===== config.mk =====
export PLATFORM = sky130hd
export DESIGN_NAME = sbt_timer
export DESIGN_NICKNAME = d
export VERILOG_FILES = /design/src/sbt_pkg.sv /design/src/sbt_timer.sv
export SDC_FILE = /design/constraint.sdc
export NUM_CORES = 1
export LEC_CHECK = 0
export ABC_AREA = 1
export BUFFER_PORTS_ARGS = -buffer_cell sky130_fd_sc_hd__buf_2
export CORE_UTILIZATION = 51
export CTS_CLUSTER_DIAMETER = 50
export DETAILED_ROUTE_END_ITERATION = 16
export PLACE_DENSITY = 0.77
export SETUP_SLACK_MARGIN = 0.5
export SYNTH_ARGS = -nofsm -noshare
export SYNTH_HDL_FRONTEND = slang
export SYNTH_SLANG_ARGS = --single-unit

===== constraint.sdc =====
create_clock -name pclk -period 1.6 [get_ports pclk]
set_input_delay 0 -clock pclk [delete_from_list [all_inputs] [get_ports pclk]]
set_output_delay 0 -clock pclk [all_outputs]
set_load 0.1 [all_outputs]

===== src/sbt_pkg.sv =====
// Package of register map, field positions and constants for the 16-bit timer/counter
package sbt_pkg;
  // Register byte offsets on APB
  localparam logic [11:0] SBT_CTRL_OFF = 12'h000;
  localparam logic [11:0] SBT_COUNT_OFF = 12'h004;
  localparam logic [11:0] SBT_PERIOD_OFF = 12'h008;
  localparam logic [11:0] SBT_STATUS_OFF = 12'h00c;
  localparam logic [11:0] SBT_MASK_OFF = 12'h010;
  // Control field positions
  localparam int SBT_RUN_BIT = 15;
  localparam int SBT_IDLE_BIT = 13;
  localparam int SBT_GATE_BIT = 6;
  localparam int SBT_DIV_HI = 5;
  localparam int SBT_DIV_LO = 4;
  localparam int SBT_SYNC_BIT = 2;
  localparam int SBT_SRC_BIT = 1;
  // Writable control bits; the rest read as zero
  localparam logic [15:0] SBT_CTRL_MASK = 16'ha076;
  // Reset values
  localparam logic [15:0] SBT_CTRL_RST = 16'h0000;
  localparam logic [15:0] SBT_COUNT_RST = 16'h0000;
  localparam logic [15:0] SBT_PERIOD_RST = 16'hffff;
  // Prescaler terminal counts (divide minus one)
  localparam logic [7:0] SBT_DIV1_TC = 8'h00;
  localparam logic [7:0] SBT_DIV8_TC = 8'h07;
  localparam logic [7:0] SBT_DIV64_TC = 8'h3f;
  localparam logic [7:0] SBT_DIV256_TC = 8'hff;
  // Status bit positions
  localparam int SBT_ST_PERIOD = 0;
  localparam int SBT_ST_GATE = 1;
  // Operating modes
  typedef enum logic [1:0] {
    SBT_TIMER, SBT_GATED, SBT_SYNC_CNT, SBT_ASYNC_CNT
  } sbt_mode_e;
endpackage


===== src/sbt_timer.sv =====
// 16-bit timer/counter with prescaler, gating, idle halt and APB registers
// How it works
// - Sixteen bit counter, timer or event counter
// - Mode from source, gate and sync bits
// - Source bit 1, sync bit 2, gate bit 6
// - Timers use internal clock, counters use pin
// - Async counter counts pin edges without the tick crossing
// - Synchronisation happens after the prescaler
// - Bit 15 starts and stops counter
// - Bit 13 halts counter in idle
// - Gate bit ignored with external clock
// - Bits 5-4 divide by 1, 8, 64, 256
// - Sync bit ignored with internal clock
// - Source bit picks pin edges or internal
// - Count writes ignored in running sync counter
// - Unimplemented control bits read zero
// - All control bits reset to zero
`timescale 1ns/1ps
`default_nettype none
module sbt_timer (
  // APB slave
  input wire logic pclk,
  input wire logic presetn,
  input wire logic psel,
  input wire logic penable,
  input wire logic pwrite,
  input wire logic [11:0] paddr,
  input wire logic [31:0] pwdata,
  output logic [31:0] prdata,
  output logic pready,
  output logic pslverr,
  // Device and pins
  input wire logic idle_mode,
  input wire logic external_count_pin,
  input wire logic gate_pin,
  // Interrupt
  output logic irq
);
  import sbt_pkg::*;

  logic [15:0] ctrl_ff, count_ff, period_ff;
  logic [1:0] status_ff, mask_ff;
  logic [31:0] prdata_ff;
  logic pready_ff, pslverr_ff, irq_ff;
  logic [7:0] pre_ff;
  logic [1:0] pin_sync_ff, gate_sync_ff;
  logic pin_prev_ff, gate_prev_ff;
  logic tick_tgl_ff;
  logic [1:0] tick_sync_ff;
  logic tick_prev_ff;
  logic [31:0] nxt_prdata;
  logic [15:0] nxt_count;
  logic [1:0] nxt_status;
  logic [1:0] set_ev;

  // Control fields
  // field positions
  wire run = ctrl_ff[SBT_RUN_BIT];
  wire halt_in_idle = ctrl_ff[SBT_IDLE_BIT];
  wire gated_accumulate_enable = ctrl_ff[SBT_GATE_BIT];
  wire [1:0] input_divider_select = ctrl_ff[SBT_DIV_HI:SBT_DIV_LO];
  wire external_sync_select = ctrl_ff[SBT_SYNC_BIT];
  wire clock_source_select = ctrl_ff[SBT_SRC_BIT];

  // Mode decode
  // mode decode
  wire sbt_mode_e mode = clock_source_select ?
      (external_sync_select ? SBT_SYNC_CNT : SBT_ASYNC_CNT) :
      (gated_accumulate_enable ? SBT_GATED : SBT_TIMER);

  // Prescale terminal count decode
  function automatic logic [7:0] div_tc(input logic [1:0] sel);
    case (sel)
      2'b11: div_tc = SBT_DIV256_TC;
      2'b10: div_tc = SBT_DIV64_TC;
      2'b01: div_tc = SBT_DIV8_TC;
      default: div_tc = SBT_DIV1_TC;
    endcase
  endfunction

  // Bus decode
  wire acc = psel && penable;
  wire wr = acc && pwrite;
  wire hit_ctrl = paddr == SBT_CTRL_OFF;
  wire hit_count = paddr == SBT_COUNT_OFF;
  wire hit_period = paddr == SBT_PERIOD_OFF;
  wire hit_status = paddr == SBT_STATUS_OFF;
  wire hit_mask = paddr == SBT_MASK_OFF;
  wire hit_any = hit_ctrl | hit_count | hit_period | hit_status | hit_mask;

  // Pin edges; the pin is always double registered before use
  wire pin_rise = pin_sync_ff[1] && !pin_prev_ff;
  wire gate_hi = gate_sync_ff[1];
  wire gate_fall = !gate_sync_ff[1] && gate_prev_ff;

  // Counter enable: stopped when off or halted in idle
  // run gating
  wire active = run && !(halt_in_idle && idle_mode);

  // Prescaler input: internal clock or pin edge, gate only for internal
  // source pick
  wire pre_in = !clock_source_select ? (mode == SBT_GATED ? gate_hi : 1'b1) : pin_rise;
  wire pre_out = active && pre_in && (pre_ff == div_tc(input_divider_select));

  // Synchronised counter path: prescaled tick passes a toggle crossing
  // sync after prescaler
  wire sync_tick = tick_sync_ff[1] ^ tick_prev_ff;
  // async path takes prescaled tick directly; internal ignores sync
  wire tick = (mode == SBT_SYNC_CNT) ? (sync_tick && active) : pre_out;

  // count writes blocked in running sync counter
  wire count_wr_ok = !(mode == SBT_SYNC_CNT && run);

  // Counter next value and events
  // count and wrap
  always_comb begin
    nxt_count = count_ff;
    set_ev = 2'b00;
    if (tick) begin
      if (count_ff == period_ff) begin
        nxt_count = SBT_COUNT_RST;
        set_ev[SBT_ST_PERIOD] = 1'b1;
      end else begin
        nxt_count = count_ff + 16'h0001;
      end
    end
    if (mode == SBT_GATED && active && gate_fall) begin
      set_ev[SBT_ST_GATE] = 1'b1;
    end
    if (wr && hit_count && count_wr_ok) begin
      nxt_count = pwdata[15:0];
    end
    // Write one clears, but an event in the same cycle wins, even on a bit already set
    if (wr && hit_status) begin
      nxt_status = (status_ff & ~pwdata[1:0]) | set_ev;
    end else begin
      nxt_status = status_ff | set_ev;
    end
  end

  // Read mux; unmapped reads zero with error
  // readback
  always_comb begin
    nxt_prdata = 32'h0000_0000;
    if (hit_ctrl) nxt_prdata = {16'h0000, ctrl_ff & SBT_CTRL_MASK};
    else if (hit_count) nxt_prdata = {16'h0000, count_ff};
    else if (hit_period) nxt_prdata = {16'h0000, period_ff};
    else if (hit_status) nxt_prdata = {30'h0, status_ff};
    else if (hit_mask) nxt_prdata = {30'h0, mask_ff};
  end

  // Input synchronisers
  always_ff @(posedge pclk or negedge presetn) begin
    if (!presetn) begin
      pin_sync_ff <= 2'b00;
      gate_sync_ff <= 2'b00;
      pin_prev_ff <= 1'b0;
      gate_prev_ff <= 1'b0;
    end else begin
      pin_sync_ff <= {pin_sync_ff[0], external_count_pin};
      gate_sync_ff <= {gate_sync_ff[0], gate_pin};
      pin_prev_ff <= pin_sync_ff[1];
      gate_prev_ff <= gate_sync_ff[1];
    end
  end

  // Prescaler and tick toggle; prescaler clears when stopped
  // divider
  always_ff @(posedge pclk or negedge presetn) begin
    if (!presetn) begin
      pre_ff <= 8'h00;
      tick_tgl_ff <= 1'b0;
    end else begin
      if (!active) pre_ff <= 8'h00;
      else if (pre_out) pre_ff <= 8'h00;
      else if (pre_in) pre_ff <= pre_ff + 8'h01;
      if (pre_out) tick_tgl_ff <= !tick_tgl_ff;
    end
  end

  // Toggle crossing stage: the first flop is read only by the second
  always_ff @(posedge pclk or negedge presetn) begin
    if (!presetn) begin
      tick_sync_ff <= 2'b00;
      tick_prev_ff <= 1'b0;
    end else begin
      tick_sync_ff <= {tick_sync_ff[0], tick_tgl_ff};
      tick_prev_ff <= tick_sync_ff[1];
    end
  end

  // Registers
  // reset to zero, except period, which resets to ffff
  always_ff @(posedge pclk or negedge presetn) begin
    if (!presetn) begin
      ctrl_ff <= SBT_CTRL_RST;
      count_ff <= SBT_COUNT_RST;
      period_ff <= SBT_PERIOD_RST;
      status_ff <= 2'b00;
      mask_ff <= 2'b00;
    end else begin
      if (wr && hit_ctrl) ctrl_ff <= pwdata[15:0] & SBT_CTRL_MASK;
      if (wr && hit_period) period_ff <= pwdata[15:0];
      if (wr && hit_mask) mask_ff <= pwdata[1:0];
      count_ff <= nxt_count;
      status_ff <= nxt_status;
    end
  end

  // Bus answer and interrupt, all registered; zero wait states
  always_ff @(posedge pclk or negedge presetn) begin
    if (!presetn) begin
      prdata_ff <= 32'h0000_0000;
      pready_ff <= 1'b0;
      pslverr_ff <= 1'b0;
      irq_ff <= 1'b0;
    end else begin
      pready_ff <= psel && !penable;
      pslverr_ff <= psel && !penable && !hit_any;
      prdata_ff <= nxt_prdata;
      irq_ff <= |(nxt_status & mask_ff);
    end
  end

  assign prdata = prdata_ff;
  assign pready = pready_ff;
  assign pslverr = pslverr_ff;
  assign irq = irq_ff;
endmodule
`default_nettype wire


==> flow_summary.yaml <==
placed_design:
  gp_congestion: 0.9140
  port_buffers: 54
  placed_area_um2: 5529
  dpl.hpwl_um: 9306
  placed_cells: 814
sta:
  setup_viol: 17
  drv_slew: 0
  fin_crit_sh_pct: 108.9
  finClkSkew_ps: 9.365
  setup_slack_ps: -142.0
  hold_ws_ps: 41.91
  fmax_mhz: 574.0
  rsz0062_at_grt: "yes"
  hold_violations: 0
  post-route-min-period_ps: 1742
yosys:
  avgSynthCellArea_um2: 7.695
  synth_edf_count: 0
  syn_area_um2: 4671
  syn-instance-count: 607
  yosysSeqAreaShare_pct: 43.29
  ys.flop_type: "dfrtp_1"
  ys_ff_latch: 80
  async_flop_share_pct: 100.0
  ys_types: 39
  yosys_warnings: 0
clocking:
  path_clk_slew_ps: 100
  cts_buffer_depth: 2
  cts_inserted_buffers: 9
  cts_tree: "yes"
  htreeDepth: 3
  root_buffer: "clkbuf_8"
  cts.sinks: 80
  clock_latency_ps: 370
detailed_routing:
  firstDrtPassIters: 11
  post_drt_via_cell_ratio: 5.610
  post_drt_wl_per_cell_um: 17.33
  finalWirelength_um: 15250
  final_antenna_net_count: 0
  drcViolationCount: 12
  drt_iter0_drc: 444
  dr_total_vias: 4937
status:
  violations: "DRC, setup timing"
  run_status: "finished, violations left"
global_routing:
  grt_max_degree: 51
  grt_pass1_vias: 4709
  grt_pass1_wl_um: 22310
  grt_use_total_pct: 29.88
  grt-ovfl-total: 0
  grt_antenna_before_repair: 0
worst_setup_path:
  reg2reg_to: "count_ff[15]$_DFFE_PN0P_"
  r2r-start: "pre_ff[1]$_DFFE_PN0P_"
  arrival_ps: 2010
  crit_start: "pre_ff[1]$_DFFE_PN0P_"
  crit_type: "register to register"
  critPathRequiredTime_ps: 1870
  r2r_cells: 11
  crit_end: "count_ff[15]$_DFFE_PN0P_"
  critPathCaptureType: "register"
  worstPathMaxFanout: 6
  r2r_slack_ps: -140
  cp-start-kind: "register"
worst_hold_path:
  holdPathStages: 5
  hp-class: "input pin to register"
die:
  placementRows: 34
  die_area_um2: 9545
  dieHeight_um: 97.70
  die_x_um: 97.70
  io_pins: 87
  start_util_pct: 53.04
  core_um2: 8806
final_layout:
  fin_cells: 880
  insertedDiodeCount: 0
  synthToLayoutAreaGrowth_pct: 43.34
  stdcell_area_um2: 6695
  final_nets: 821
  drive_above_1_share_pct: 39.38
power:
  p_per_area_nw_per_um2: 598.6
  power.total_w: 0.004008
  cellLeakagePower_nw: 3.368
  ir_drop_mv: 0.3839
flow_run:
  drv_cap: 0
==> area by class of cell <==
type                    count  area [µm²]
well taps                 108       135.1
clock buffers               9       123.9
multi-input cells         433        2680
inverters                  75       302.8
repair buffers            168        1354
fillers                   569        2111
clock inverters             7       66.31
flip-flops and latches     80        2033
==> state kept, by name (all words and copies together), names as in the netlist <==
name	count
pslverr	1
gate_sync_ff	2
irq	1
ctrl_ff	7
status_ff	2
pre_ff	8
tick_prev_ff	1
pin_sync_ff	2
tick_sync_ff	2
pin_prev_ff	1
period_ff	16
prdata	16
count_ff	16
mask_ff	2
tick_tgl_ff	1
gate_prev_ff	1
pready	1
==> power breakdown <==
group	leakage [nW]	internal (W)	total [W]	switching, W
combinational	2.24	0.000106	0.000441	0.000335
clock	0.0995	0.000614	0.00152	0.000909
sequential	1.03	0.00204	0.00204	0.00000628
total	3.37	0.00276	0.00401	0.00125
==> worst max-delay path: stages (launching register included) <==
cell,delay (ps)
dfrtp_1,450
inv_2,110
nand2_1,60
nand2_1,60
nand2_1,60
nor2_2,150
nand4_1,180
inv_2,150
nand2_8,100
clkbuf_16,180
nand4_1,70
nand2_1,70
==> repair_timing <==
item / 4_1_cts / 5_1_grt
buffers inserted: 2 / 22
pin swaps: 14 / 45
hold buffers: 21 / 0
endpoints found under the hold margin: 104 / 0
setup endpoints to repair: 48 / 52
gates cloned: 2 / 3
resized for setup: 58 / 81
==> cell usage in the layout (no fill, tap or decap), types with 3 or more instances in the layout <==
cell and count:
a211oi_2 5, buf_12 5, o21ai_1 12, nand2_4 8, o22ai_1 8, conb_1 16
nor3_4 3, nand3_1 29, nand2_1 150, nand3b_1 6, dfrtp_1 55, nand2_2 22
xor2_1 18, inv_6 5, buf_4 100, buf_2 32, nand3_2 12, nand4_1 40
dlygate4sd3_1 20, o21ai_0 11, inv_1 61, o21ai_2 10, dfrtp_2 9, inv_2 10
nor2_1 30, nand3_4 6, xnor2_1 6, nor2_2 9, buf_6 8, clkbuf_8 9
dfstp_2 16, nor2_4 11, nand2_8 4
==> routing by layer <==
metal  GRT usage (%)  wire length (µm)
met3           4.964              1181
met1           36.92              5746
met5               0                 0
met4           14.57               673
met2           50.90              7648
==> cell usage after synthesis (all sizes together) (8+ instances only) <==
cell type / n / area share, %
buf: 29 / 4.6
clkbuf: 9 / 0.75
dfrtp: 64 / 34
dfstp: 16 / 9.0
inv: 75 / 6.0
nand2: 181 / 15
nand3: 46 / 5.8
nand4: 40 / 5.4
nor2: 50 / 4.6
o21ai: 33 / 4.0
o22ai: 10 / 1.3
xnor2: 8 / 1.5
xor2: 18 / 3.4
==> how the worst min path moves through the flow <==
stage / startpoint / to / slack [ps]
2_1_floorplan: presetn / count_ff[0]$_DFFE_PN0P_ / -300
3_3_place_gp: presetn / pre_ff[5]$_DFFE_PN0P_ / -40
3_5_place_dp: presetn / pre_ff[5]$_DFFE_PN0P_ / -40
4_1_cts: paddr[4] / prdata[1]$_DFF_PN0_ / 40
5_1_grt: paddr[2] / period_ff[5]$_DFFE_PN1P_ / 60
6_report: paddr[4] / prdata[1]$_DFF_PN0_ / 40
==> logic make-up after synthesis <==
kind of cell	share of synthesized area, %
XOR/XNOR	4.875
flip-flops	43.29
buffers and inverters	11.41
AO/OA/AOI/OAI	7.019
adder cells (fa/ha/maj)	0.5357
other	0.08029
AND/OR/NAND/NOR	32.79
==> per-stage QoR <==
| step | setup WS (ps) | util [%] | TNS [ps] |
|---|---|---|---|
| 6_report | -142.0 | 76.03 | -1884 |
| 3_3_place_gp | -112.8 | 62.79 | -1446 |
| 5_1_grt | -207.0 | 76.03 | -3248 |
| 2_1_floorplan | 118.9 | - | 0 |
| 4_1_cts | -51.45 | 69.98 | -460.1 |
| 3_5_place_dp | -180.9 | 62.79 | -2445 |
No activity file was read; power rests on OpenSTA's default activity.
